**src/include/tmr8_pkg.sv**
```systemverilog
// constants for the 8-bit timer with waveform generator
package tmr8_pkg;
    localparam logic [7:0] TMR8_OFS_CTRL   = 8'h00;
    localparam logic [7:0] TMR8_OFS_COUNT  = 8'h04;
    localparam logic [7:0] TMR8_OFS_CMP    = 8'h08;
    localparam logic [7:0] TMR8_OFS_FLAGS  = 8'h0c;
    localparam logic [7:0] TMR8_OFS_PIN    = 8'h10;
    localparam int TMR8_BIT_FORCE   = 7;
    localparam int TMR8_BIT_WGM_LO  = 6;
    localparam int TMR8_BIT_COM_HI  = 5;
    localparam int TMR8_BIT_COM_LO  = 4;
    localparam int TMR8_BIT_WGM_HI  = 3;
    localparam int TMR8_BIT_CS_HI   = 2;
    localparam int TMR8_BIT_CS_LO   = 0;
    localparam int TMR8_BIT_OVF     = 1;
    localparam int TMR8_BIT_CMPF    = 0;
    localparam int TMR8_BIT_DIR     = 0;
    localparam int TMR8_BIT_PORT    = 1;
    localparam logic [7:0] TMR8_CTRL_RESET = 8'h00;
    localparam logic [7:0] TMR8_MAX        = 8'hff;
    localparam logic [7:0] TMR8_BOTTOM     = 8'h00;
    localparam logic [1:0] TMR8_WGM_NORMAL = 2'h0;
    localparam logic [1:0] TMR8_WGM_PCPWM  = 2'h1;
    localparam logic [1:0] TMR8_WGM_CTC    = 2'h2;
    localparam logic [1:0] TMR8_WGM_FAST   = 2'h3;
    localparam logic [1:0] TMR8_COM_OFF    = 2'h0;
    localparam logic [1:0] TMR8_COM_TOGGLE = 2'h1;
    localparam logic [1:0] TMR8_COM_CLEAR  = 2'h2;
    localparam logic [1:0] TMR8_COM_SET    = 2'h3;
    localparam logic [2:0] TMR8_CS_STOP    = 3'h0;
    localparam logic [2:0] TMR8_CS_DIV1    = 3'h1;
    localparam logic [2:0] TMR8_CS_DIV8    = 3'h2;
    localparam logic [2:0] TMR8_CS_DIV64   = 3'h3;
    localparam logic [2:0] TMR8_CS_DIV256  = 3'h4;
    localparam logic [2:0] TMR8_CS_DIV1024 = 3'h5;
    localparam logic [2:0] TMR8_CS_EXTFALL = 3'h6;
    localparam logic [2:0] TMR8_CS_EXTRISE = 3'h7;
    localparam int TMR8_PRE_W = 10;
    localparam logic [9:0] TMR8_PRE_M8    = 10'h007;
    localparam logic [9:0] TMR8_PRE_M64   = 10'h03f;
    localparam logic [9:0] TMR8_PRE_M256  = 10'h0ff;
    localparam logic [9:0] TMR8_PRE_M1024 = 10'h3ff;
    localparam int TMR8_PCPWM_PERIOD = 510;
    localparam logic [1:0] TMR8_RESP_OKAY   = 2'h0;
    localparam logic [1:0] TMR8_RESP_SLVERR = 2'h2;
endpackage

```
**src/logic/tmr8_timer.sv**
```systemverilog
// 8-bit timer/counter with compare unit, waveform generator and axi4-lite slave
`timescale 1ns/1ps
`default_nettype none

// How it works
// - phase-correct counts up then down repeatedly
// - max held one timer tick at turnaround
// - phase-correct overflow flag set at bottom
// - phase-correct top fixed at 0xff
// - phase-correct period is 510 timer ticks
// - phase-correct: clear up, set down; inverted
// - phase-correct: compare zero low, compare max high; inverted
// - counting synchronous, timer clock is enable
// - force strobe applies match action in non-pwm
// - force sets no flag, never clears counter
// - force reads zero, ignored in pwm
// - mode bits 6,3 pick counting mode, top
// - nonzero output mode drives pin if output
// - non-pwm: off, toggle, clear, set on match
// - fast pwm: clear/set on match, opposite at top
// - compare equals top in pwm with com1: skip match
// - clock select: stop, prescaler taps, pin edges
// - pin edges counted even when pin output
// - overflow flag cleared by writing one
// - counter write blocks next compare match
// - compare flag set on match, write-one clears
// - output mode change acts at next match
module tmr8_timer (
    input  wire logic        clk,
    input  wire logic        rst_n,
    input  wire logic [7:0]  s_axi_awaddr,
    input  wire logic        s_axi_awvalid,
    output logic             s_axi_awready,
    input  wire logic [31:0] s_axi_wdata,
    input  wire logic [3:0]  s_axi_wstrb,
    input  wire logic        s_axi_wvalid,
    output logic             s_axi_wready,
    output logic [1:0]       s_axi_bresp,
    output logic             s_axi_bvalid,
    input  wire logic        s_axi_bready,
    input  wire logic [7:0]  s_axi_araddr,
    input  wire logic        s_axi_arvalid,
    output logic             s_axi_arready,
    output logic [31:0]      s_axi_rdata,
    output logic [1:0]       s_axi_rresp,
    output logic             s_axi_rvalid,
    input  wire logic        s_axi_rready,
    input  wire logic        external_count_pin,
    output logic             compare_output_pin,
    output logic             compare_output_pin_oe,
    output logic             overflow_flag,
    output logic             compare_flag
);
    logic [7:0]  ctrl_q;
    logic [7:0]  count_value_q;
    logic [7:0]  cmp_buf_q;
    logic [7:0]  compare_value_q;
    logic        ovf_q;
    logic        cmpf_q;
    logic        wave_q;
    logic        down_q;
    logic        block_q;
    logic [1:0]  pin_cfg_q;
    logic [9:0]  pre_q;
    logic [2:0]  ext_sync_q;
    logic        tick;
    logic [1:0]  wgm;
    logic [1:0]  com;
    logic [2:0]  cs;
    logic        pwm;
    logic [7:0]  top;
    logic        at_top;
    logic        match;
    logic        match_ok;
    logic        ovf_set;
    logic [7:0]  count_d;
    logic        down_d;
    logic        wave_d;
    logic        force_hit;
    logic [1:0]  act_com;

    // axi write path state
    logic        aw_held_q;
    logic        w_held_q;
    logic [7:0]  aw_addr_q;
    logic [31:0] w_data_q;
    logic [3:0]  w_strb_q;
    logic        wr_fire;
    logic        wr_lane0;
    logic [7:0]  wr_byte;

    assign wgm = {ctrl_q[tmr8_pkg::TMR8_BIT_WGM_HI], ctrl_q[tmr8_pkg::TMR8_BIT_WGM_LO]};
    assign com = ctrl_q[tmr8_pkg::TMR8_BIT_COM_HI:tmr8_pkg::TMR8_BIT_COM_LO];
    assign cs  = ctrl_q[tmr8_pkg::TMR8_BIT_CS_HI:tmr8_pkg::TMR8_BIT_CS_LO];
    assign pwm = (wgm == tmr8_pkg::TMR8_WGM_PCPWM) || (wgm == tmr8_pkg::TMR8_WGM_FAST);
    assign top = (wgm == tmr8_pkg::TMR8_WGM_CTC) ? compare_value_q : tmr8_pkg::TMR8_MAX;
    assign at_top = (count_value_q == top);

    function automatic logic [31:0] tmr8_ofs(input logic [7:0] a);
        tmr8_ofs = {24'h000000, a[7:2], 2'h0};
    endfunction

    // free-running prescaler and pin sampler
    always_ff @(posedge clk or negedge rst_n) begin
        if (!rst_n) begin
            pre_q <= '0;
        end else begin
            pre_q <= pre_q + 10'h001;
        end
    end

    always_ff @(posedge clk or negedge rst_n) begin
        if (!rst_n) begin
            ext_sync_q <= '0;
        end else begin
            ext_sync_q <= {ext_sync_q[1:0], external_count_pin};
        end
    end

    // timer clock enable qualifying each count step
    always_comb begin
        unique case (cs)
            tmr8_pkg::TMR8_CS_STOP:    tick = 1'b0;
            tmr8_pkg::TMR8_CS_DIV1:    tick = 1'b1;
            tmr8_pkg::TMR8_CS_DIV8:    tick = ((pre_q & tmr8_pkg::TMR8_PRE_M8) == tmr8_pkg::TMR8_PRE_M8);
            tmr8_pkg::TMR8_CS_DIV64:   tick = ((pre_q & tmr8_pkg::TMR8_PRE_M64) == tmr8_pkg::TMR8_PRE_M64);
            tmr8_pkg::TMR8_CS_DIV256:  tick = ((pre_q & tmr8_pkg::TMR8_PRE_M256) == tmr8_pkg::TMR8_PRE_M256);
            tmr8_pkg::TMR8_CS_DIV1024: tick = (pre_q == tmr8_pkg::TMR8_PRE_M1024);
            tmr8_pkg::TMR8_CS_EXTFALL: tick = ext_sync_q[2] && !ext_sync_q[1];
            tmr8_pkg::TMR8_CS_EXTRISE: tick = !ext_sync_q[2] && ext_sync_q[1];
        endcase
    end

    // compare match, suppressed after a counter write and at top in pwm when com bit 1 is set
    assign match = (count_value_q == compare_value_q) && !block_q;
    assign match_ok = tick && match &&
        !(pwm && com[1] && compare_value_q == tmr8_pkg::TMR8_MAX);

    // counting sequence
    always_comb begin
        count_d = count_value_q;
        down_d  = down_q;
        ovf_set = 1'b0;
        if (tick) begin
            if (wgm == tmr8_pkg::TMR8_WGM_PCPWM) begin
                if (!down_q && count_value_q == tmr8_pkg::TMR8_MAX) begin
                    down_d  = 1'b1; // direction flips at max; count steps down this tick
                    count_d = count_value_q - 8'h01;
                end else if (down_q && count_value_q == tmr8_pkg::TMR8_BOTTOM) begin
                    down_d  = 1'b0;
                    count_d = count_value_q + 8'h01;
                    ovf_set = 1'b1;
                end else if (down_q) begin
                    count_d = count_value_q - 8'h01;
                end else begin
                    count_d = count_value_q + 8'h01;
                end
            end else begin
                down_d = 1'b0;
                if (wgm == tmr8_pkg::TMR8_WGM_CTC && match) begin
                    count_d = tmr8_pkg::TMR8_BOTTOM;
                end else begin
                    count_d = count_value_q + 8'h01;
                end
                ovf_set = (count_value_q == tmr8_pkg::TMR8_MAX);
            end
        end
    end

    // waveform generator
    assign force_hit = wr_fire && wr_lane0 && (tmr8_ofs(aw_addr_q) == 32'(tmr8_pkg::TMR8_OFS_CTRL))
        && wr_byte[tmr8_pkg::TMR8_BIT_FORCE] && !pwm;
    // a forced compare acts with the output mode written alongside the strobe
    assign act_com = force_hit ? wr_byte[tmr8_pkg::TMR8_BIT_COM_HI:tmr8_pkg::TMR8_BIT_COM_LO] : com;
    always_comb begin
        wave_d = wave_q;
        if (!pwm) begin
            if (match_ok || force_hit) begin
                unique case (act_com)
                    tmr8_pkg::TMR8_COM_OFF:    wave_d = wave_q;
                    tmr8_pkg::TMR8_COM_TOGGLE: wave_d = !wave_q;
                    tmr8_pkg::TMR8_COM_CLEAR:  wave_d = 1'b0;
                    tmr8_pkg::TMR8_COM_SET:    wave_d = 1'b1;
                endcase
            end
        end else if (com[1]) begin
            if (wgm == tmr8_pkg::TMR8_WGM_FAST) begin
                if (tick && at_top) begin
                    wave_d = !com[0];
                end else if (match_ok) begin
                    wave_d = com[0];
                end
            end else if (tick) begin
                // compare at bottom stays low, at max stays high; opposite when inverted
                if (compare_value_q == tmr8_pkg::TMR8_MAX) begin
                    wave_d = !com[0];
                end else if (compare_value_q == tmr8_pkg::TMR8_BOTTOM) begin
                    wave_d = com[0];
                end else if (match_ok) begin
                    wave_d = down_q ? !com[0] : com[0];
                end
            end
        end
    end

    always_ff @(posedge clk or negedge rst_n) begin
        if (!rst_n) begin
            wave_q <= 1'b0;
            down_q <= 1'b0;
        end else begin
            wave_q <= wave_d;
            down_q <= down_d;
        end
    end

    // axi4-lite write channel capture
    assign wr_fire  = aw_held_q && w_held_q && !s_axi_bvalid;
    assign wr_lane0 = w_strb_q[0];
    assign wr_byte  = w_data_q[7:0];

    always_ff @(posedge clk or negedge rst_n) begin
        if (!rst_n) begin
            aw_held_q <= 1'b0;
            w_held_q  <= 1'b0;
            aw_addr_q <= '0;
            w_data_q  <= '0;
            w_strb_q  <= '0;
            s_axi_bvalid <= 1'b0;
            s_axi_bresp  <= tmr8_pkg::TMR8_RESP_OKAY;
        end else begin
            if (s_axi_awvalid && s_axi_awready) begin
                aw_held_q <= 1'b1;
                aw_addr_q <= s_axi_awaddr;
            end
            if (s_axi_wvalid && s_axi_wready) begin
                w_held_q <= 1'b1;
                w_data_q <= s_axi_wdata;
                w_strb_q <= s_axi_wstrb;
            end
            if (wr_fire) begin
                aw_held_q    <= 1'b0;
                w_held_q     <= 1'b0;
                s_axi_bvalid <= 1'b1;
                unique case (tmr8_ofs(aw_addr_q))
                    32'(tmr8_pkg::TMR8_OFS_CTRL), 32'(tmr8_pkg::TMR8_OFS_COUNT), 32'(tmr8_pkg::TMR8_OFS_CMP),
                    32'(tmr8_pkg::TMR8_OFS_FLAGS), 32'(tmr8_pkg::TMR8_OFS_PIN):
                        s_axi_bresp <= tmr8_pkg::TMR8_RESP_OKAY;
                    default: s_axi_bresp <= tmr8_pkg::TMR8_RESP_SLVERR;
                endcase
            end else if (s_axi_bvalid && s_axi_bready) begin
                s_axi_bvalid <= 1'b0;
            end
        end
    end

    always_ff @(posedge clk or negedge rst_n) begin
        if (!rst_n) begin
            s_axi_awready <= 1'b0;
            s_axi_wready  <= 1'b0;
        end else begin
            s_axi_awready <= !aw_held_q && !(s_axi_awvalid && s_axi_awready);
            s_axi_wready  <= !w_held_q && !(s_axi_wvalid && s_axi_wready);
        end
    end

    // control register; force bit is never stored
    always_ff @(posedge clk or negedge rst_n) begin
        if (!rst_n) begin
            ctrl_q    <= tmr8_pkg::TMR8_CTRL_RESET;
            pin_cfg_q <= '0;
        end else if (wr_fire && wr_lane0) begin
            if (tmr8_ofs(aw_addr_q) == 32'(tmr8_pkg::TMR8_OFS_CTRL)) begin
                ctrl_q <= {1'b0, wr_byte[6:0]};
            end
            if (tmr8_ofs(aw_addr_q) == 32'(tmr8_pkg::TMR8_OFS_PIN)) begin
                pin_cfg_q <= wr_byte[1:0];
            end
        end
    end

    // counter; a software write wins and blocks the next match
    always_ff @(posedge clk or negedge rst_n) begin
        if (!rst_n) begin
            count_value_q <= '0;
            block_q       <= 1'b0;
        end else if (wr_fire && wr_lane0 && tmr8_ofs(aw_addr_q) == 32'(tmr8_pkg::TMR8_OFS_COUNT)) begin
            count_value_q <= wr_byte;
            block_q       <= 1'b1;
        end else begin
            count_value_q <= count_d;
            if (tick) begin
                block_q <= 1'b0;
            end
        end
    end

    // compare register with buffer loaded at top in pwm modes
    always_ff @(posedge clk or negedge rst_n) begin
        if (!rst_n) begin
            cmp_buf_q       <= '0;
            compare_value_q <= '0;
        end else begin
            if (wr_fire && wr_lane0 && tmr8_ofs(aw_addr_q) == 32'(tmr8_pkg::TMR8_OFS_CMP)) begin
                cmp_buf_q <= wr_byte;
                if (!pwm) begin
                    compare_value_q <= wr_byte;
                end
            end else if (pwm && tick && count_value_q == tmr8_pkg::TMR8_MAX && !down_q) begin
                compare_value_q <= cmp_buf_q;
            end
        end
    end

    // sticky flags: hardware set wins over write-one clear
    always_ff @(posedge clk or negedge rst_n) begin
        if (!rst_n) begin
            ovf_q  <= 1'b0;
            cmpf_q <= 1'b0;
        end else begin
            if (ovf_set) begin
                ovf_q <= 1'b1;
            end else if (wr_fire && wr_lane0 && tmr8_ofs(aw_addr_q) == 32'(tmr8_pkg::TMR8_OFS_FLAGS)
                         && wr_byte[tmr8_pkg::TMR8_BIT_OVF]) begin
                ovf_q <= 1'b0;
            end
            if (match_ok) begin
                cmpf_q <= 1'b1;
            end else if (wr_fire && wr_lane0 && tmr8_ofs(aw_addr_q) == 32'(tmr8_pkg::TMR8_OFS_FLAGS)
                         && wr_byte[tmr8_pkg::TMR8_BIT_CMPF]) begin
                cmpf_q <= 1'b0;
            end
        end
    end

    // pin driver and flag outputs
    always_ff @(posedge clk or negedge rst_n) begin
        if (!rst_n) begin
            compare_output_pin    <= 1'b0;
            compare_output_pin_oe <= 1'b0;
            overflow_flag         <= 1'b0;
            compare_flag          <= 1'b0;
        end else begin
            compare_output_pin    <= (com != tmr8_pkg::TMR8_COM_OFF) ? wave_d : pin_cfg_q[tmr8_pkg::TMR8_BIT_PORT];
            compare_output_pin_oe <= pin_cfg_q[tmr8_pkg::TMR8_BIT_DIR];
            overflow_flag         <= ovf_q;
            compare_flag          <= cmpf_q;
        end
    end

    // axi4-lite read channel
    always_ff @(posedge clk or negedge rst_n) begin
        if (!rst_n) begin
            s_axi_arready <= 1'b0;
            s_axi_rvalid  <= 1'b0;
            s_axi_rdata   <= '0;
            s_axi_rresp   <= tmr8_pkg::TMR8_RESP_OKAY;
        end else begin
            s_axi_arready <= !s_axi_rvalid && !(s_axi_arvalid && s_axi_arready);
            if (s_axi_arvalid && s_axi_arready) begin
                s_axi_rvalid <= 1'b1;
                s_axi_rresp  <= tmr8_pkg::TMR8_RESP_OKAY;
                unique case (tmr8_ofs(s_axi_araddr))
                    32'(tmr8_pkg::TMR8_OFS_CTRL):  s_axi_rdata <= {24'h000000, ctrl_q};
                    32'(tmr8_pkg::TMR8_OFS_COUNT): s_axi_rdata <= {24'h000000, count_value_q};
                    32'(tmr8_pkg::TMR8_OFS_CMP):   s_axi_rdata <= {24'h000000, cmp_buf_q};
                    32'(tmr8_pkg::TMR8_OFS_FLAGS): s_axi_rdata <= {30'h00000000, ovf_q, cmpf_q};
                    32'(tmr8_pkg::TMR8_OFS_PIN):   s_axi_rdata <= {29'h00000000, wave_q, pin_cfg_q};
                    default: begin
                        s_axi_rdata <= '0;
                        s_axi_rresp <= tmr8_pkg::TMR8_RESP_SLVERR;
                    end
                endcase
            end else if (s_axi_rvalid && s_axi_rready) begin
                s_axi_rvalid <= 1'b0;
            end
        end
    end
endmodule

`default_nettype wire

```
**config.mk**
```make
export PLATFORM = sky130hd
export DESIGN_NAME = tmr8_timer
export DESIGN_NICKNAME = d
export VERILOG_FILES = /design/src/include/tmr8_pkg.sv /design/src/logic/tmr8_timer.sv
export SDC_FILE = /design/constraint.sdc
export NUM_CORES = 1
export LEC_CHECK = 0
export BUFFER_PORTS_ARGS = -buffer_cell sky130_fd_sc_hd__buf_2
export CAP_MARGIN = 20
export CORE_MARGIN = 1
export CORE_UTILIZATION = 44
export CTS_CLUSTER_DIAMETER = 80
export DETAILED_ROUTE_END_ITERATION = 12
export GPL_ROUTABILITY_DRIVEN = 1
export GPL_TIMING_DRIVEN = 0
export PLACE_DENSITY = 0.68
export SLEW_MARGIN = 10
export SYNTH_ARGS = -nofsm -noshare
export SYNTH_HDL_FRONTEND = slang
export SYNTH_SLANG_ARGS = --single-unit
```
**constraint.sdc**
```tcl
create_clock -name clk -period 3.35 [get_ports clk]
set_input_delay 0.67 -clock clk [delete_from_list [all_inputs] [get_ports clk]]
set_output_delay 0.67 -clock clk [all_outputs]
set_load 0.02 [all_outputs]
```
==> reports/metrics.yaml, run 1 <==
grt:
  grt_pass1_vias: 3515
  overflow: 0
  grt_max_degree: 68
  grt_pass1_wl_um: 17390
  grt_usage: 0.2059
  antenna_found_initial: 0
clock_network:
  htreeDepth: 3
  numCtsBuffers: 9
  clock_latency_ps: 370
  clock_path_buffers: 2
  cts_sinks: 87
  cts_tree: "yes"
  cts_hold_buf: 0
  clkSlewWorstSetupHoldPaths_ps: 90
  cts-root-buf: "clkbuf_8"
route:
  num_vias: 3581
  drt_wl_total_um: 10670
  ant_nets: 0
  drt_iter0_drc: 179
  via_per_inst: 5.337
  drc: 0
  wl_per_cell_um: 15.91
  dr.pass1.iters: 5
critical_path:
  reg2regPathDepth: 9
  worstSetupPathType: "register to register"
  end_kind: "register"
  cp_cell_sequence: "inv_2 > ha_1 > or3b_2 > o31ai_1 > o21ai_1 > nand2_1 > o21ai_0 > o2111a_1 > o31ai_1"
  critical_path_required_ps: 3590
  r2r_setup_slack_ps: 250
  cpMostUsedCell: "o31ai_1"
  critPathMaxStageDelay_ps: 530
  crit_fanout: 10
  worstReg2RegStart: "count_value_q[0]$_DFFE_PN0P_"
  cp.arrival_ps: 3340
  cp-start-kind: "register"
  r2r-end: "count_value_q[4]$_DFFE_PN0P_"
  crit_slowest_cell: "dfrtp_1"
timing:
  period_minus_slack_ps: 3100
  maxSlewViolCount: 0
  fin_worst_skew_ps: 7.144
  grt_setup_unrepaired: "false"
  timing.slew.headroom: 0.3499
  finalSetupViolations: 0
  fin_setup_tns_ps: 0
  period_share: 0.9253
  hold_viol: 0
  worst_pin_slew_ps: 967.1
  clock.fmax_mhz: 322.6
yosys:
  synth_flop_cell: "dfrtp_1"
  ys_ff_latch: 87
  yosysWarnings: 0
  synth_compound_area_frac: 0.1436
  synth_top_cell_by_area: "dfrtp_1"
  yosys.area.top_type_share: 0.4704
  synth_xor_area_frac: 0.02082
  synth.top_cells.by_area: "dfrtp_1 47%, mux2_2 9.7%, buf_4 4.2%, nand2_1 3.2%, nor2_1 3.1%"
  synthCells: 448
  synth_simple_gate_area_frac: 0.1552
  synth_edf_count: 0
  syn_area_mm2: 0.004628
  synth_top_family_by_area: "simple AND/OR/NAND/NOR gates"
  synth_fa_ha_area_frac: 0.01081
  ys_seq_area_frac: 0.4704
  syn_area_per_cell_um2: 10.33
  async_flop_share: 1.000
  synth.distinct_cells: 65
  muxShareOfSynthArea: 0.1308
layout:
  n_fill_cell: 954
  diodes: 0
  mostFrequentLayoutCell: "dfrtp_1"
  drive_gt1_frac: 0.2748
  final_cell_mix: "87 x dfrtp_1, 45 x buf_2, 40 x nand2_1, 40 x mux2_2, 37 x nor2_1"
  finalNetCount: 595
  areaGrowthSynthToFinish_pct: 15.54
  final_cell_count_no_fill: 671
floorplan:
  start_util: 0.4503
  fp.dieW_um: 104.6
  die_area_mm2: 0.01093
  die_h_um: 104.6
  io-pin-count: 105
  core_area_mm2: 0.01028
  rows: 37
placement:
  placed_cells: 655
  gp_congestion: 0.9155
  port_buffers: 45
  hpwlAfterDp_um: 7775
pwr:
  power.density_mw_per_mm2: 661.1
  peakVddDrop_v: 0.0004015
  power.leakage_nw: 2.471
hold_path:
  hp-class: "primary input to asynchronous set/reset pin"
status:
  status: "finished clean"
flow_run:
  drv_cap: 0
-- metrics by stage --
stage                 util  hold slack, ps  worst slack, ps  total power, mW  cell area, um^2
finish              0.5203           192.7            250.1            3.535             5348
global route        0.5203           203.8            28.59            3.743             5348
CTS                 0.5196           189.4            165.3            3.549             5340
global placement    0.4979           340.8            238.6            2.765             5117
floorplan                -           331.2            784.9            2.410             4722
detailed placement  0.5009           343.5            196.5            2.809             5147
-- state kept, by name, indices dropped and copies added (netlist names), 2 cells and up --
register,flops
pin_cfg_q,2
s_axi_rdata,8
count_value_q,8
pre_q,10
compare_value_q,8
aw_addr_q,6
ext_sync_q,3
cmp_buf_q,8
w_data_q,8
ctrl_q,7
-- worst max-delay path: cells and delay by family, from the launching register on --
| family | cells | cell delay (ps) |
|---|---|---|
| AO/OA/AOI/OAI | 5 | 1260 |
| AND/OR/NAND/NOR | 2 | 810 |
| buffers and inverters | 1 | 170 |
| flip-flops | 1 | 530 |
| adder cells (fa/ha/maj) | 1 | 200 |
-- worst max path at each step --
stage	start	endpoint	slack, ps	cells after the start
final	count_value_q[0]$_DFFE_PN0P_	count_value_q[4]$_DFFE_PN0P_	250	9
after global routing	count_value_q[0]$_DFFE_PN0P_	count_value_q[4]$_DFFE_PN0P_	30	11
after CTS	count_value_q[0]$_DFFE_PN0P_	count_value_q[4]$_DFFE_PN0P_	170	11
after detailed placement	count_value_q[0]$_DFFE_PN0P_	count_value_q[4]$_DFFE_PN0P_	200	11
after global placement	count_value_q[0]$_DFFE_PN0P_	count_value_q[4]$_DFFE_PN0P_	240	11
after floorplan	count_value_q[0]$_DFFE_PN0P_	count_value_q[3]$_DFFE_PN0P_	780	10
-- power breakdown --
group / total, mW / internal, mW / switching, mW / leakage (nW)
sequential: 1.62 / 1.31 / 0.302 / 1.13
clock: 0.735 / 0.348 / 0.386 / 0.102
combinational: 1.18 / 0.516 / 0.668 / 1.24
-- synth_stat cells, drive strengths merged (2+ instances only) --
library cell and instances:
or4 3, a22oi 4, nand2 40, xor2 7, a221oi 2, clkbuf 17, buf 29, mux4 2
inv 8, or2 3, a32oi 2, and3 3, mux2 40, o21a 2, dfrtp 87, o31ai 7
nor2b 7, a2111oi 3, nand4 7, or4b 2, a211oi 2, a21oi 25, a22o 2, xnor2 4
and2 4, nand2b 6, a31oi 3, nand3 13, nor3 7, nor4 6, nor2 39, mux2i 11
o21ai 22, ha 4, o2111a 2, nor4b 2
-- layout make-up --
class                           count  area [um^2]  area share
Sequential cell                    87         2177      0.4071
Inverter                            9        33.78    0.006317
Buffer                             46        279.0     0.05218
Timing Repair Buffer               47        260.3     0.04867
Tap cell                          136        170.2     0.03182
Clock buffer                        9        123.9     0.02316
Clock inverter                      6        68.82     0.01287
Multi-Input combinational cell    331         2235      0.4179
-- metal layers --
layer / track usage / part of all wire / vias to the layer above / wire length, um
met1: 0.2790 / 0.46 / 1705 / 4915
met2: 0.3132 / 0.44 / 128 / 4730
met5: 0 / 0 / - / 0
met3: 0.03930 / 0.064 / 27 / 684
met4: 0.1082 / 0.032 / 0 / 342
li1: - / - / 1721 / -
-- kinds of logic after synthesis --
family | after synthesis
fa+ha+maj | 4
buf+inv | 55
xor+xnor | 11
mux | 53
simple gates | 145
compound gates | 92
flops | 87
other cells | 1
-- timing repair --
item                                    in CTS  in global routing
hold endpoints to repair                     0                  0
gates resized for setup                      0                  2
endpoints found under the setup margin       0                  2
buffers inserted                             0                  0
(Power assumes the default switching activity.)
==> inputs of run 2 (changes only) <==
--- a/config.mk
+++ b/config.mk
@@ -8,12 +8,12 @@
 export BUFFER_PORTS_ARGS = -buffer_cell sky130_fd_sc_hd__buf_2
 export CAP_MARGIN = 20
 export CORE_MARGIN = 1
-export CORE_UTILIZATION = 44
+export CORE_UTILIZATION = 54
 export CTS_CLUSTER_DIAMETER = 80
 export DETAILED_ROUTE_END_ITERATION = 12
 export GPL_ROUTABILITY_DRIVEN = 1
 export GPL_TIMING_DRIVEN = 0
-export PLACE_DENSITY = 0.68
+export PLACE_DENSITY = 0.81
 export SLEW_MARGIN = 10
 export SYNTH_ARGS = -nofsm -noshare
 export SYNTH_HDL_FRONTEND = slang
==> reports/metrics.yaml, run 2 (synthesis results as in run 1) <==
route:
  wl_per_cell_um: 16.34
  drc: 0
  dr.pass1.iters: 5
  ant_nets: 0
  drt_wl_total_um: 10490
  num_vias: 3688
  drt_iter0_drc: 279
  via_per_inst: 5.745
hold_path:
  hp-class: "primary input to asynchronous set/reset pin"
timing:
  hold_viol: 0
  period_share: 0.9296
  worst_pin_slew_ps: 742.3
  timing.slew.headroom: 0.5005
  fin_worst_skew_ps: 11.04
  fin_setup_tns_ps: 0
  clock.fmax_mhz: 321.1
  grt_setup_unrepaired: "false"
  finalSetupViolations: 0
  period_minus_slack_ps: 3114
  maxSlewViolCount: 0
placement:
  placed_cells: 625
  gp_congestion: 0.9212
  port_buffers: 45
  placedInstanceArea_mm2: 0.005116
  hpwlAfterDp_um: 7827
layout:
  fin_util: 0.6427
  final_cell_count_no_fill: 642
  largest_reg_flops: 10
  diodes: 0
  mostFrequentLayoutCell: "dfrtp_1"
  multiInputGateArea_mm2: 0.002232
  n_fill_cell: 671
  drive_gt1_frac: 0.2737
  areaGrowthSynthToFinish_pct: 14.68
  final_cell_mix: "87 x dfrtp_1, 45 x buf_2, 40 x nand2_1, 40 x mux2_2, 38 x nor2_1"
  regArea_mm2: 0.002177
  stdcell_area_mm2: 0.005308
  finalNetCount: 596
  largest_register: "pre_q"
critical_path:
  cp-start-kind: "register"
  cpMostUsedCell: "ha_1"
  crit_fanout: 10
  critical_path_required_ps: 3600
  crit_slowest_cell: "a21oi_2"
  cp_cell_sequence: "ha_1 > ha_1 > nand2_1 > mux2i_1 > o21bai_1 > and2_1 > clkbuf_1 > nor4b_1 > a21oi_2 > mux2_2"
  end_kind: "register"
  cp.arrival_ps: 3360
  critPathMaxStageDelay_ps: 500
  worstSetupPathType: "register to register"
floorplan:
  start_util: 0.5605
  fp.dieW_um: 94.58
  core_area_mm2: 0.008258
  io-pin-count: 105
  die_area_mm2: 0.008945
  rows: 33
  die_h_um: 94.58
clock_network:
  post-cts-setup-buffer-count: 0
  ctsResizeCount: 0
  htreeDepth: 3
  clock_latency_ps: 370
  clock_path_buffers: 2
  cts_sinks: 87
  clkSlewWorstSetupHoldPaths_ps: 90
  cts-root-buf: "clkbuf_8"
  cts_hold_buf: 0
  cts_tree: "yes"
  numCtsBuffers: 9
grt:
  grt_usage: 0.2584
  overflow: 0
  antenna_found_initial: 0
  grt_pass1_vias: 3572
  grt_pass1_wl_um: 17400
  grt_max_degree: 58
status:
  status: "finished clean"
flow_run:
  drv_cap: 0
pwr:
  peakVddDrop_v: 0.0004461
  power.leakage_nw: 2.460
  power.density_mw_per_mm2: 654.4
## run 2: through the flow
step                hold WS (ps)  power, mW  worst slack (ps)
floorplan                  331.2      2.410             784.9
global placement           335.1      2.710             340.9
detailed placement         340.2      2.786             312.6
CTS                        230.6      3.478             275.6
global route               242.1      3.682             29.68
finish                     223.8      3.473             235.9
## run 2: final timing paths
kind / from / end / slack (ps) / depth (start not counted)
setup / recovery: pre_q[0]$_DFF_PN0_ / compare_value_q[7]$_DFFE_PN0P_ / 240 / 10
hold / removal: rst_n / s_axi_bresp[1]$_DFFE_PN0P_ / 220 / 1
hold reg to reg: ext_sync_q[0]$_DFF_PN0_ / ext_sync_q[1]$_DFF_PN0_ / 350 / 0
setup reg to reg: pre_q[0]$_DFF_PN0_ / compare_value_q[7]$_DFFE_PN0P_ / 240 / 10
max in group asynchronous: rst_n / compare_value_q[4]$_DFFE_PN0P_ / 2510 / 2
min in group clk: ext_sync_q[0]$_DFF_PN0_ / ext_sync_q[1]$_DFF_PN0_ / 350 / 0
## run 2: layer usage
metal	GRT usage	wire (um)	up-vias
li1	-	-	1731
met1	0.3274	4483	1782
met2	0.4263	5110	155
met3	0.07246	723	20
met4	0.08838	170	0
met5	0	0	-
## run 2: power breakdown
| part | switching (mW) | leakage, nW | internal (mW) |
|---|---|---|---|
| Combinational | 0.674 | 1.25 | 0.516 |
| Clock | 0.396 | 0.0859 | 0.297 |
| Sequential | 0.275 | 1.13 | 1.32 |
## run 2: worst max-delay path, delay by kind of cell, from the launching register on
family / cells / cell delay (ps)
buffers and inverters: 1 / 420
adders and majority gates: 2 / 460
AOI/OAI and AO/OA: 2 / 850
muxes: 2 / 460
DFF: 1 / 410
and+or+nand+nor: 3 / 400
## run 2: cell type report
cell class / instances / area share
clock buffer: 10 / 0.02593
multi-input combinational: 331 / 0.4206
tap: 105 / 0.02475
timing repair buffer: 48 / 0.05045
clock inverter: 6 / 0.009194
inverter: 9 / 0.006365
sequential: 87 / 0.4102
buffer: 46 / 0.05257
